File: src/tcs_pkg.sv
// Package: register map, codes and reset values of the command and status map
package tcs_pkg;
   // ----------------------------------------
   // Register offsets
   // ----------------------------------------
   localparam logic [7:0] OFS_ARG_ONE = 8'h0e;
   localparam logic [7:0] OFS_ARG_ZERO = 8'h0f;
   localparam logic [7:0] OFS_COMMAND_CODE = 8'h10;
   localparam logic [7:0] OFS_LAST_COMMAND_ECHO = 8'h11;
   localparam logic [7:0] OFS_FIRMWARE_MINOR_REV = 8'h12;
   localparam logic [7:0] OFS_FIRMWARE_PATCH_REV = 8'h13;
   localparam logic [7:0] OFS_OPERATION_STATUS = 8'h1d;
   localparam logic [7:0] OFS_RESULT_AREA_TAG = 8'h1e;
   localparam logic [7:0] OFS_MAP_UPDATE_TAG = 8'h1f;
   localparam logic [7:0] OFS_RESULT_FIRST = 8'h20;
   localparam logic [7:0] OFS_RESULT_LAST = 8'h9f;
   // ----------------------------------------
   // Command codes and fields
   // ----------------------------------------
   localparam logic [7:0] CMD_ADDR_CHANGE = 8'h49;
   localparam logic [7:0] CMD_HIST_FIRST = 8'h80;
   localparam logic [7:0] CMD_HIST_LAST = 8'h93;
   localparam logic [7:0] CMD_STOP = 8'hff;
   localparam int CONV_MSB = 4;
   localparam int CONV_LSB = 2;
   localparam int QUART_MSB = 1;
   localparam logic [2:0] CONV_LAST = 3'h4;
   localparam logic [1:0] QUART_LAST = 2'h3;
   localparam logic [2:0] HIST_TAG_TOP = 3'h4;
   // ----------------------------------------
   // Status and content tags
   // ----------------------------------------
   localparam logic [7:0] STATUS_OK = 8'h00;
   localparam logic [7:0] STATUS_ERR_FIRST = 8'h10;
   localparam logic [7:0] STATUS_ADDR_REFUSED = 8'h10;
   localparam logic [7:0] TAG_CALIB = 8'h0a;
   localparam logic [7:0] TAG_SERIAL = 8'h47;
   localparam logic [7:0] TAG_RESULTS = 8'h55;
   // ----------------------------------------
   // Reset values
   // ----------------------------------------
   localparam logic [7:0] RST_BYTE = 8'h00;
   localparam logic [6:0] RST_BUS_ADDR = 7'h10;
   localparam logic [2:0] RST_SYNC = 3'h0;

   typedef enum logic [1:0] {
      TCS_IDLE = 2'b00,
      TCS_HIST = 2'b01,
      TCS_STOPPING = 2'b11
   } tcs_mode_t;
endpackage

File: src/tcs_command_status_map.sv
// Command interpreter and status registers of the distance sensor host map
`timescale 1ns/1ps
// Notes on behaviour
// - Address change applies the new address only if masked pin levels equal the expected levels.
// - Codes 80h to 93h load one quarter of one converter histogram, converter in bits 4:2.
// - At the end of a quarter read the result area, content tag and transaction ID are refreshed.
// - After the last quarter of a converter the next converter follows automatically.
// - Stop returns the device to idle as soon as possible and ends continuous measurement.
// - Stop waits until the state being processed has finished before taking effect.
// - The echo register shows the last command executed, or the running one in continuous mode.
// - Status 00h to 0Fh means success and 10h to FFh means an error.
// - The content tag reads 0Ah calibration, 47h serial number, 55h measurement results.
// - Tags 80h to 93h mean raw histogram, four times converter plus quarter, 64 bins each.
// - The transaction ID changes with every update of the register map; here it stays unchanged when an address change updates the status.
module tcs_command_status_map #(
   parameter logic [7:0] FW_MINOR_REV = 8'h01, // Arbitrary value
   parameter logic [7:0] FW_PATCH_REV = 8'h02, // Arbitrary value
   parameter int CONV_COUNT = 5
) (
   input wire logic core_clk,
   input wire logic rst_n,
   input wire logic clk_en,
   input wire logic [7:0] reg_addr,
   input wire logic [7:0] reg_wdata,
   input wire logic reg_wr,
   input wire logic reg_rd,
   input wire logic reg_rd_end,
   output logic [7:0] reg_rdata,
   input wire logic [7:0] res_rdata,
   output logic [6:0] res_index,
   input wire logic general_pin_zero,
   input wire logic general_pin_one,
   input wire logic stage_done,
   input wire logic area_load,
   input wire logic [7:0] area_tag,
   output logic [6:0] bus_addr,
   output logic [2:0] res_conv,
   output logic [1:0] res_quart,
   output logic res_load,
   output logic cmd_issue,
   output logic [7:0] cmd_issued,
   output logic stop_req,
   output logic idle_enter
);
   // ----------------------------------------
   // State
   // ----------------------------------------
   typedef struct packed {
      logic [2:0] pin0_sync;
      logic [2:0] pin1_sync;
      logic [1:0] pin_lvl;
      tcs_pkg::tcs_mode_t mode;
      logic [7:0] arg0;
      logic [7:0] arg1;
      logic [7:0] cmd;
      logic [7:0] prev;
      logic [7:0] status;
      logic [7:0] tag;
      logic [7:0] tid;
      logic [6:0] bus_addr;
      logic [2:0] conv;
      logic [1:0] quart;
      logic res_load;
      logic cmd_issue;
      logic idle_enter;
      logic [7:0] rdata;
   } tcs_state_t;

   tcs_state_t st_r;
   tcs_state_t st_nxt;
   logic cmd_go;
   logic addr_ok;
   logic hist_cmd;
   logic [1:0] lhs;
   logic [1:0] rhs;

   // Converter field is three bits and the tag holds five converters at most
   if (CONV_COUNT < 1 || CONV_COUNT > 5) begin : g_conv_check
      $error("CONV_COUNT must lie between 1 and 5");
   end

   assign cmd_go = reg_wr && reg_addr == tcs_pkg::OFS_COMMAND_CODE;
   assign hist_cmd = reg_wdata >= tcs_pkg::CMD_HIST_FIRST
      && reg_wdata <= tcs_pkg::CMD_HIST_LAST;
   // Masked pin levels against expected levels, two-bit compare
   assign lhs = {st_r.arg0[1] & st_r.pin_lvl[1], st_r.arg0[0] & st_r.pin_lvl[0]};
   assign rhs = {st_r.arg0[3], st_r.arg0[2]};
   assign addr_ok = lhs == rhs;
   assign res_index = 7'(reg_addr - tcs_pkg::OFS_RESULT_FIRST);

   // ----------------------------------------
   // Next state
   // ----------------------------------------
   always_comb begin
      st_nxt = st_r;
      st_nxt.res_load = 1'b0;
      st_nxt.cmd_issue = 1'b0;
      st_nxt.idle_enter = 1'b0;
      // Pins are asynchronous; a level counts once stages two and three agree
      st_nxt.pin0_sync = {st_r.pin0_sync[1:0], general_pin_zero};
      st_nxt.pin1_sync = {st_r.pin1_sync[1:0], general_pin_one};
      if (st_r.pin0_sync[1] == st_r.pin0_sync[2]) begin
         st_nxt.pin_lvl[0] = st_r.pin0_sync[2];
      end
      if (st_r.pin1_sync[1] == st_r.pin1_sync[2]) begin
         st_nxt.pin_lvl[1] = st_r.pin1_sync[2];
      end
      // Register writes
      if (reg_wr && reg_addr == tcs_pkg::OFS_ARG_ZERO) begin
         st_nxt.arg0 = reg_wdata;
      end else if (reg_wr && reg_addr == tcs_pkg::OFS_ARG_ONE) begin
         st_nxt.arg1 = reg_wdata;
      end
      // Outside map updates from measurement, calibration or serial readout
      if (area_load) begin
         st_nxt.tag = area_tag;
         st_nxt.tid = st_r.tid + 8'h01;
      end
      // Quarter read finished: refresh with the next quarter
      if (st_r.mode == tcs_pkg::TCS_HIST && reg_rd_end) begin
         if (st_r.quart == tcs_pkg::QUART_LAST) begin
            st_nxt.quart = 2'h0;
            st_nxt.conv = (st_r.conv == 3'(CONV_COUNT - 1)) ? 3'h0
               : st_r.conv + 3'h1;
         end else begin
            st_nxt.quart = st_r.quart + 2'h1;
         end
         st_nxt.tag = {tcs_pkg::HIST_TAG_TOP, st_nxt.conv, st_nxt.quart};
         st_nxt.tid = st_r.tid + 8'h01;
         st_nxt.res_load = 1'b1;
      end
      // Stop pending until the running stage reports completion
      if (st_r.mode == tcs_pkg::TCS_STOPPING && stage_done) begin
         st_nxt.mode = tcs_pkg::TCS_IDLE;
         st_nxt.idle_enter = 1'b1;
      end
      // Commands; a histogram command overrides any refresh in the same cycle
      if (cmd_go) begin
         st_nxt.cmd = reg_wdata;
         st_nxt.prev = reg_wdata;
         if (reg_wdata == tcs_pkg::CMD_STOP) begin
            if (st_r.mode != tcs_pkg::TCS_STOPPING) begin
               st_nxt.mode = stage_done ? tcs_pkg::TCS_IDLE : tcs_pkg::TCS_STOPPING;
               st_nxt.idle_enter = stage_done;
            end
         end else if (hist_cmd) begin
            st_nxt.mode = tcs_pkg::TCS_HIST;
            st_nxt.conv = reg_wdata[tcs_pkg::CONV_MSB:tcs_pkg::CONV_LSB];
            st_nxt.quart = reg_wdata[tcs_pkg::QUART_MSB:0];
            st_nxt.tag = reg_wdata;
            st_nxt.tid = st_r.tid + 8'h01;
            st_nxt.res_load = 1'b1;
         end else if (reg_wdata == tcs_pkg::CMD_ADDR_CHANGE) begin
            // Argument bit 0 is ignored; only bits 7:1 form the address
            if (addr_ok) begin
               st_nxt.bus_addr = st_r.arg1[7:1];
               st_nxt.status = tcs_pkg::STATUS_OK;
            end else begin
               st_nxt.status = tcs_pkg::STATUS_ADDR_REFUSED;
            end
         end else begin
            st_nxt.cmd_issue = 1'b1;
            if (st_r.mode == tcs_pkg::TCS_HIST) begin
               st_nxt.mode = tcs_pkg::TCS_IDLE;
            end
         end
      end
      // Read data, captured one cycle after the strobe
      if (reg_rd) begin
         if (reg_addr == tcs_pkg::OFS_ARG_ZERO) begin
            st_nxt.rdata = st_r.arg0;
         end else if (reg_addr == tcs_pkg::OFS_ARG_ONE) begin
            st_nxt.rdata = st_r.arg1;
         end else if (reg_addr == tcs_pkg::OFS_COMMAND_CODE) begin
            st_nxt.rdata = st_r.cmd;
         end else if (reg_addr == tcs_pkg::OFS_LAST_COMMAND_ECHO) begin
            st_nxt.rdata = st_r.prev;
         end else if (reg_addr == tcs_pkg::OFS_FIRMWARE_MINOR_REV) begin
            st_nxt.rdata = FW_MINOR_REV;
         end else if (reg_addr == tcs_pkg::OFS_FIRMWARE_PATCH_REV) begin
            st_nxt.rdata = FW_PATCH_REV;
         end else if (reg_addr == tcs_pkg::OFS_OPERATION_STATUS) begin
            st_nxt.rdata = st_r.status;
         end else if (reg_addr == tcs_pkg::OFS_RESULT_AREA_TAG) begin
            st_nxt.rdata = st_r.tag;
         end else if (reg_addr == tcs_pkg::OFS_MAP_UPDATE_TAG) begin
            st_nxt.rdata = st_r.tid;
         end else if (reg_addr >= tcs_pkg::OFS_RESULT_FIRST
               && reg_addr <= tcs_pkg::OFS_RESULT_LAST) begin
            st_nxt.rdata = res_rdata;
         end else begin
            st_nxt.rdata = tcs_pkg::RST_BYTE;
         end
      end
   end

   // ----------------------------------------
   // Registers
   // ----------------------------------------
   always_ff @(posedge core_clk or negedge rst_n) begin
      if (!rst_n) begin
         st_r <= '{pin0_sync: tcs_pkg::RST_SYNC, pin1_sync: tcs_pkg::RST_SYNC,
            pin_lvl: 2'h0, mode: tcs_pkg::TCS_IDLE, arg0: tcs_pkg::RST_BYTE,
            arg1: tcs_pkg::RST_BYTE, cmd: tcs_pkg::RST_BYTE, prev: tcs_pkg::RST_BYTE,
            status: tcs_pkg::RST_BYTE, tag: tcs_pkg::RST_BYTE, tid: tcs_pkg::RST_BYTE,
            bus_addr: tcs_pkg::RST_BUS_ADDR, conv: 3'h0, quart: 2'h0, res_load: 1'b0,
            cmd_issue: 1'b0, idle_enter: 1'b0, rdata: tcs_pkg::RST_BYTE};
      end else if (clk_en) begin
         st_r <= st_nxt;
      end
   end

   assign reg_rdata = st_r.rdata;
   assign bus_addr = st_r.bus_addr;
   assign res_conv = st_r.conv;
   assign res_quart = st_r.quart;
   assign res_load = st_r.res_load;
   assign cmd_issue = st_r.cmd_issue;
   assign cmd_issued = st_r.cmd;
   // Continuous measurement must end while stop waits
   assign stop_req = st_r.mode == tcs_pkg::TCS_STOPPING;
   assign idle_enter = st_r.idle_enter;

   // ----------------------------------------
   // Assertions
   // ----------------------------------------
   property p_addr_apply;
      @(posedge core_clk) disable iff (!rst_n || !clk_en)
      cmd_go && reg_wdata == tcs_pkg::CMD_ADDR_CHANGE && addr_ok
         |=> bus_addr == $past(st_r.arg1[7:1]);
   endproperty
   a_addr_apply: assert property (p_addr_apply) else $error("address not applied");

   property p_addr_keep;
      @(posedge core_clk) disable iff (!rst_n || !clk_en)
      cmd_go && reg_wdata == tcs_pkg::CMD_ADDR_CHANGE && !addr_ok
         |=> $stable(bus_addr) && st_r.status >= tcs_pkg::STATUS_ERR_FIRST;
   endproperty
   a_addr_keep: assert property (p_addr_keep) else $error("refused change altered address");

   property p_hist_sel;
      @(posedge core_clk) disable iff (!rst_n || !clk_en)
      cmd_go && hist_cmd |=> res_load && res_conv == $past(reg_wdata[4:2])
         && res_quart == $past(reg_wdata[1:0]);
   endproperty
   a_hist_sel: assert property (p_hist_sel) else $error("quarter select wrong");

   property p_load_tag;
      @(posedge core_clk) disable iff (!rst_n || !clk_en)
      res_load |-> st_r.tag == {tcs_pkg::HIST_TAG_TOP, res_conv, res_quart};
   endproperty
   a_load_tag: assert property (p_load_tag) else $error("tag does not match quarter");

   property p_next_conv;
      @(posedge core_clk) disable iff (!rst_n || !clk_en)
      st_r.mode == tcs_pkg::TCS_HIST && reg_rd_end && !cmd_go && res_quart == 2'h3
         && res_conv < 3'(CONV_COUNT - 1) |=> res_conv == $past(res_conv) + 3'h1
         && res_quart == 2'h0 && res_load;
   endproperty
   a_next_conv: assert property (p_next_conv) else $error("converter did not advance");

   property p_stop_hold;
      @(posedge core_clk) disable iff (!rst_n || !clk_en)
      stop_req && !stage_done |=> stop_req && !idle_enter;
   endproperty
   a_stop_hold: assert property (p_stop_hold) else $error("stop cut the stage short");

   property p_stop_end;
      @(posedge core_clk) disable iff (!rst_n || !clk_en)
      stop_req && stage_done |=> !stop_req && idle_enter ##1 !idle_enter;
   endproperty
   a_stop_end: assert property (p_stop_end) else $error("idle not entered after stop");

   property p_echo;
      @(posedge core_clk) disable iff (!rst_n || !clk_en)
      cmd_go |=> st_r.prev == $past(reg_wdata);
   endproperty
   a_echo: assert property (p_echo) else $error("echo not updated");

   property p_tid;
      @(posedge core_clk) disable iff (!rst_n || !clk_en)
      res_load |-> st_r.tid != $past(st_r.tid);
   endproperty
   a_tid: assert property (p_tid) else $error("transaction id unchanged");

   c_addr_ok: cover property (@(posedge core_clk) disable iff (!rst_n)
      cmd_go && reg_wdata == tcs_pkg::CMD_ADDR_CHANGE && addr_ok);
   c_wrap: cover property (@(posedge core_clk) disable iff (!rst_n)
      res_load && res_conv == 3'h0 && res_quart == 2'h0 && $past(res_conv) != 3'h0);
   c_stop_wait: cover property (@(posedge core_clk) disable iff (!rst_n)
      stop_req ##1 stop_req ##1 idle_enter);

   property p_area_tag;
      @(posedge core_clk) disable iff (!rst_n || !clk_en)
      area_load && !cmd_go && !(st_r.mode == tcs_pkg::TCS_HIST && reg_rd_end)
         |=> st_r.tag == $past(area_tag) && st_r.tid != $past(st_r.tid);
   endproperty
   a_area_tag: assert property (p_area_tag) else $error("content tag not refreshed");

   c_next_conv: cover property (@(posedge core_clk) disable iff (!rst_n)
      res_load && res_quart == 2'h0 && res_conv != 3'h0);
endmodule

File: config.mk
export PLATFORM = sky130hd
export DESIGN_NAME = tcs_command_status_map
export DESIGN_NICKNAME = d
export VERILOG_FILES = /design/src/tcs_pkg.sv /design/src/tcs_command_status_map.sv
export SDC_FILE = /design/constraint.sdc
export NUM_CORES = 1
export LEC_CHECK = 0
export BUFFER_PORTS_ARGS = -buffer_cell sky130_fd_sc_hd__buf_2
export CAP_MARGIN = 10
export CELL_PAD_IN_SITES_DETAIL_PLACEMENT = 1
export CELL_PAD_IN_SITES_GLOBAL_PLACEMENT = 1
export CORE_MARGIN = 1
export CORE_UTILIZATION = 43
export DETAILED_ROUTE_END_ITERATION = 10
export PLACE_DENSITY_LB_ADDON = 0.1
export SKIP_CTS_REPAIR_TIMING = 1
export SYNTH_ARGS = -nofsm -noshare
export SYNTH_HDL_FRONTEND = slang
export SYNTH_SLANG_ARGS = --single-unit
File: constraint.sdc
create_clock -name core_clk -period 1.7 [get_ports core_clk]
set_input_delay 0.085 -clock core_clk [delete_from_list [all_inputs] [get_ports core_clk]]
set_output_delay 0.085 -clock core_clk [all_outputs]
set_load 0.01 [all_outputs]
Word level (Yosys, flattened, before mapping)
Cells that the tools add are included.

Output and inout port bits: 39. Flip-flop bits (word level): 78. Logic and storage cells: 102.

Muxes and demuxes: 37. Add/sub/neg operators: 4. $lt $le $gt $ge: 4. Reductions and logical operators: 15. Equal/unequal tests: 19. Bitwise operators: 5.

Operators by type and width (number): 8-bit two-way mux (10); 8-bit by 5-bit equality test with 1-bit output (second input constant) (7); 16-bit two-way mux (3); 31-bit two-way mux (1); 30-bit two-way mux (1); 7-bit two-way mux (3); 2-bit two-way mux (9); 8-bit by 4-bit equality test with 1-bit output (second input constant) (2); 8-bit less-or-equal comparator (second input constant) (2); 6-bit two-way mux (2); 2-bit AND reduction (5); 8-bit by 1-bit adder with 8-bit output (second input constant) (1); 8-bit by 7-bit equality test with 1-bit output (second input constant) (1); 8-bit equality test (second input constant) (1); 8-bit by 6-bit greater-or-equal comparator with 1-bit output (second input constant) (1); 8-bit greater-or-equal comparator (second input constant) (1); 1-bit logical AND (7); 7-bit by 6-bit subtractor with 7-bit output (second input constant) (1); 3-bit two-way mux (2); 6-bit AND reduction (1); 1-bit two-way mux (5); 5-bit two-way mux (1); 5-bit AND reduction (1); 2-bit equality test (second input constant) (2); 10 further kinds (14).

Depth between registers and ports, before layout
Word-level depth: 12. Depth in mapped cells: 8. Mapped depth without buffers: 7.

Worst setup path before layout
OpenSTA, ideal clock, no wires.

Kind: input -> register. Start: input port reg_addr[5]. End: register st_r (netlist bit rhs[0]). Stages on the path: 6. Data required time: 1.572 ns. Arrival time: 1.618 ns. Library setup time: 0.128 ns. Path buffers: 1. Setup slack: -0.046 ns. Path through: or3_1 > buf_2 > nor4b_4 > nand2_1 > nor2_4 > mux2_1.

Longest elaborated chain between the ends: 3.

Ends and longest elaborated chain: start, declared (RTL line tcs_command_status_map.sv:23) `input wire logic [7:0] reg_addr,`; 8-bit by 4-bit equality test with 1-bit output (RTL line tcs_command_status_map.sv:109) `if (reg_wr && reg_addr == tcs_pkg::OFS_ARG_ZERO) begin`; 1-bit logical AND (RTL line tcs_command_status_map.sv:109); 2-bit AND reduction (no line); end signal, assigned (RTL line tcs_command_status_map.sv:202) `st_r <= '{pin0_sync: tcs_pkg::RST_SYNC, pin1_sync: tcs_pkg::RST_SYNC,`; end signal, assigned (RTL line tcs_command_status_map.sv:209) `st_r <= st_nxt;`; end, declared (RTL line tcs_command_status_map.sv:69) `tcs_state_t st_r;`.

Every way passes these cells. A chain may end at the register's enable or synchronous reset.

Final worst setup path
Start: input port reg_addr[5]. End: register st_r (netlist bit bus_addr[6]).

Longest elaborated chain between the ends: 3.

Ends and longest elaborated chain: 8-bit by 5-bit equality test with 1-bit output (RTL line tcs_command_status_map.sv:82) `assign cmd_go = reg_wr && reg_addr == tcs_pkg::OFS_COMMAND_CODE;`; 1-bit logical AND (RTL line tcs_command_status_map.sv:82); 6-bit AND reduction (no line).

Every way passes these cells.

==> results.cfg <==
[run_status]
outcome = finished, final reports clean

[synth]
synthDistinctLibCells = 61
ys_seq_elements = 74
syn-cell-area_um2 = 4150
syn_inst = 416
ys.flop_type = dfrtp_1
ys_top_cells_by_area = dfrtp_1 (44%), mux2_1 (6.2%), buf_4 (6.0%)
synth_most_common_cell = dfrtp_1
synth_commonest_cells = dfrtp_1 (73), o21ai_0 (37), nand2_1 (36)
yosysWarnings = 0
ys_seq_area_frac = 0.447
yosys.area.top_type_share = 0.441
async_flop_share = 1.00
synth_fp_nets = 462
avgSynthCellArea_um2 = 9.96
synth_top_cell_by_area = dfrtp_1
synth-edff-count = 0

[worst_setup_path]
start_kind = primary input
rrSetupSlack_ns = 0.08
critical_path_class = primary input to register
critPathMaxFanout = 8
end_kind = register
required_ns = 1.94
critPathArrivalTime_ns = 1.86

[cells_and_area]
diodes = 0
multiInputGateArea_um2 = 1990
nets = 570
area_growth_pct = 25.1
register_area_um2 = 1850
fillers = 1098
final_area_um2 = 5180
final_cells = 658
drive_gt1_frac = 0.374

[power]
power.leakage_uw = 0.00247
ir_drop_v = 0.000464
p_per_area_nw_per_um2 = 944

[sta]
max_freq_mhz = 617
slew_headroom = 0.739
worstMarginPinSlew_ns = 0.387
hold_violations = 0
fin_crit_sh = 0.953
finalSetupTns_ns = 0
setup_viol = 0
finalWorstSetupSlack_ns = 0.0792
hold_slack_ns = 0.00346
skew_ns = 0.0124
drv_slew = 0
fin_crit_ns = 1.62

[clocking]
ctsHtreeMaxLevel = 3
cts.sinks = 74
clockBufferDepth = 2
cts_buffers = 9
clk_latency_ns = 0.35
clkTransAtPathRegs_ns = 0.09
cts_tree = done
cts-root-buf = clkbuf_8

[placement]
placed_area_um2 = 4880
pre_cts_ws_ns = -0.317
dp_hpwl_mm = 9.37
place_inst = 636
gp_congestion = 0.849
port_buffers = 80

[drt]
vias_per_cell = 5.36
drt_wl_total_mm = 12.3
drcViolationCount = 0
drt_iter0_markers = 113
ant_nets = 0
firstDrtPassIters = 4
vias = 3526
wire_per_inst_um = 18.7

[die]
die_area_um2 = 10000
fp.dieH_um = 100
die-width_um = 100
rows = 35
start_util = 0.446
ios = 81
core_area_um2 = 9280

[grt]
grt_pass1_wl_mm = 19.5
grt_pass1_vias = 3697
antenna_found_initial = 0
grt.total_usage = 0.257
grt-ovfl-total = 0
grt_start_max_net_pins = 53

[job]
drv_cap = 0

[worst_hold_path]
min_path_type = primary input to register
sequential cells by signal, summed over array words and instances (netlist names):
name        flops
cmd_issue       1
st_r           45
rhs             2
bus_addr        7
res_quart       2
st_nxt          4
res_conv        3
reg_rdata       8
idle_enter      1
res_load        1
per-layer routing:
metal	vias up	share of wire	track usage
met5	-	0	0
met4	0	0.026	0.103
met3	23	0.032	0.0348
met2	80	0.47	0.409
met1	1727	0.48	0.356
li1	1696	-	-
through the flow:
step	utilization	power, uW
after floorplan	-	2990
after global placement	0.526	3390
after detailed placement	0.526	3450
after CTS	0.548	4890
after global routing	0.558	5180
final	0.558	4900
power by group:
group | switching, uW | internal (uW) | total, uW
Clock | 702 | 727 | 1430
Sequential | 265 | 2020 | 2290
Combinational | 625 | 556 | 1180
Total | 1590 | 3310 | 4900
cell usage in the layout (no fill, tap or decap), types with 4 or more instances in the layout:
cell type / Yosys / layout
a21oi_1: 21 / 18
a22o_1: 5 / 5
a31oi_1: 6 / 6
and2_1: 5 / 5
and3_1: 5 / 5
buf_2: 4 / 79
buf_4: 33 / 65
clkbuf_8: 0 / 10
dfrtp_1: 73 / 72
dlygate4sd3_1: 0 / 4
inv_1: 8 / 7
mux2_1: 23 / 23
mux2_2: 15 / 15
nand2_1: 36 / 35
nand2b_1: 14 / 14
nand3_1: 15 / 15
nand4_1: 4 / 4
nor2_1: 13 / 13
nor3_1: 6 / 6
o21ai_0: 37 / 36
o31ai_1: 4 / 4
or3_1: 4 / 4
xnor2_1: 5 / 5
xor2_1: 5 / 5
critical path: stages:
cell and delay, ns:
buf_2 0.10, or3_1 0.45, buf_4 0.19, nor3_4 0.20
and4_1 0.24, nand3_2 0.21, mux2_1 0.38
final timing paths:
path | depth (start not counted) | endpoint | from
max | 7 | bus_addr[6] | reg_addr[5]
min | 3 | st_r[37] | area_tag[6]
min reg2reg | 1 | bus_addr[1] | bus_addr[1]
min in group asynchronous | 2 | st_r[36] | rst_n
max reg2reg | 6 | st_r[31] | st_r[79]
max in group asynchronous | 3 | bus_addr[4] | rst_n
final cells by class:
cell class,count,share of cell area
timing repair buffer,149,0.182
sequential,74,0.358
multi-input combinational,282,0.384
clock inverter,5,0.0123
clock buffer,11,0.0273
tap,129,0.0311
inverter,8,0.00579
kinds of logic (layout without fill, tap and decap cells):
| logic type | after synthesis | count (layout) | share of synthesized area |
|---|---|---|---|
| buffers and inverters | 60 | 173 | 0.0854 |
| AO/OA/AOI/OAI | 108 | 108 | 0.165 |
| multiplexers | 41 | 41 | 0.110 |
| XOR/XNOR | 10 | 10 | 0.0211 |
| adder cells (fa/ha/maj) | 4 | 4 | 0.0121 |
| AND/OR/NAND/NOR | 119 | 119 | 0.159 |
| flip-flops | 74 | 74 | 0.447 |
No activity file was read; power rests on OpenSTA's default activity.
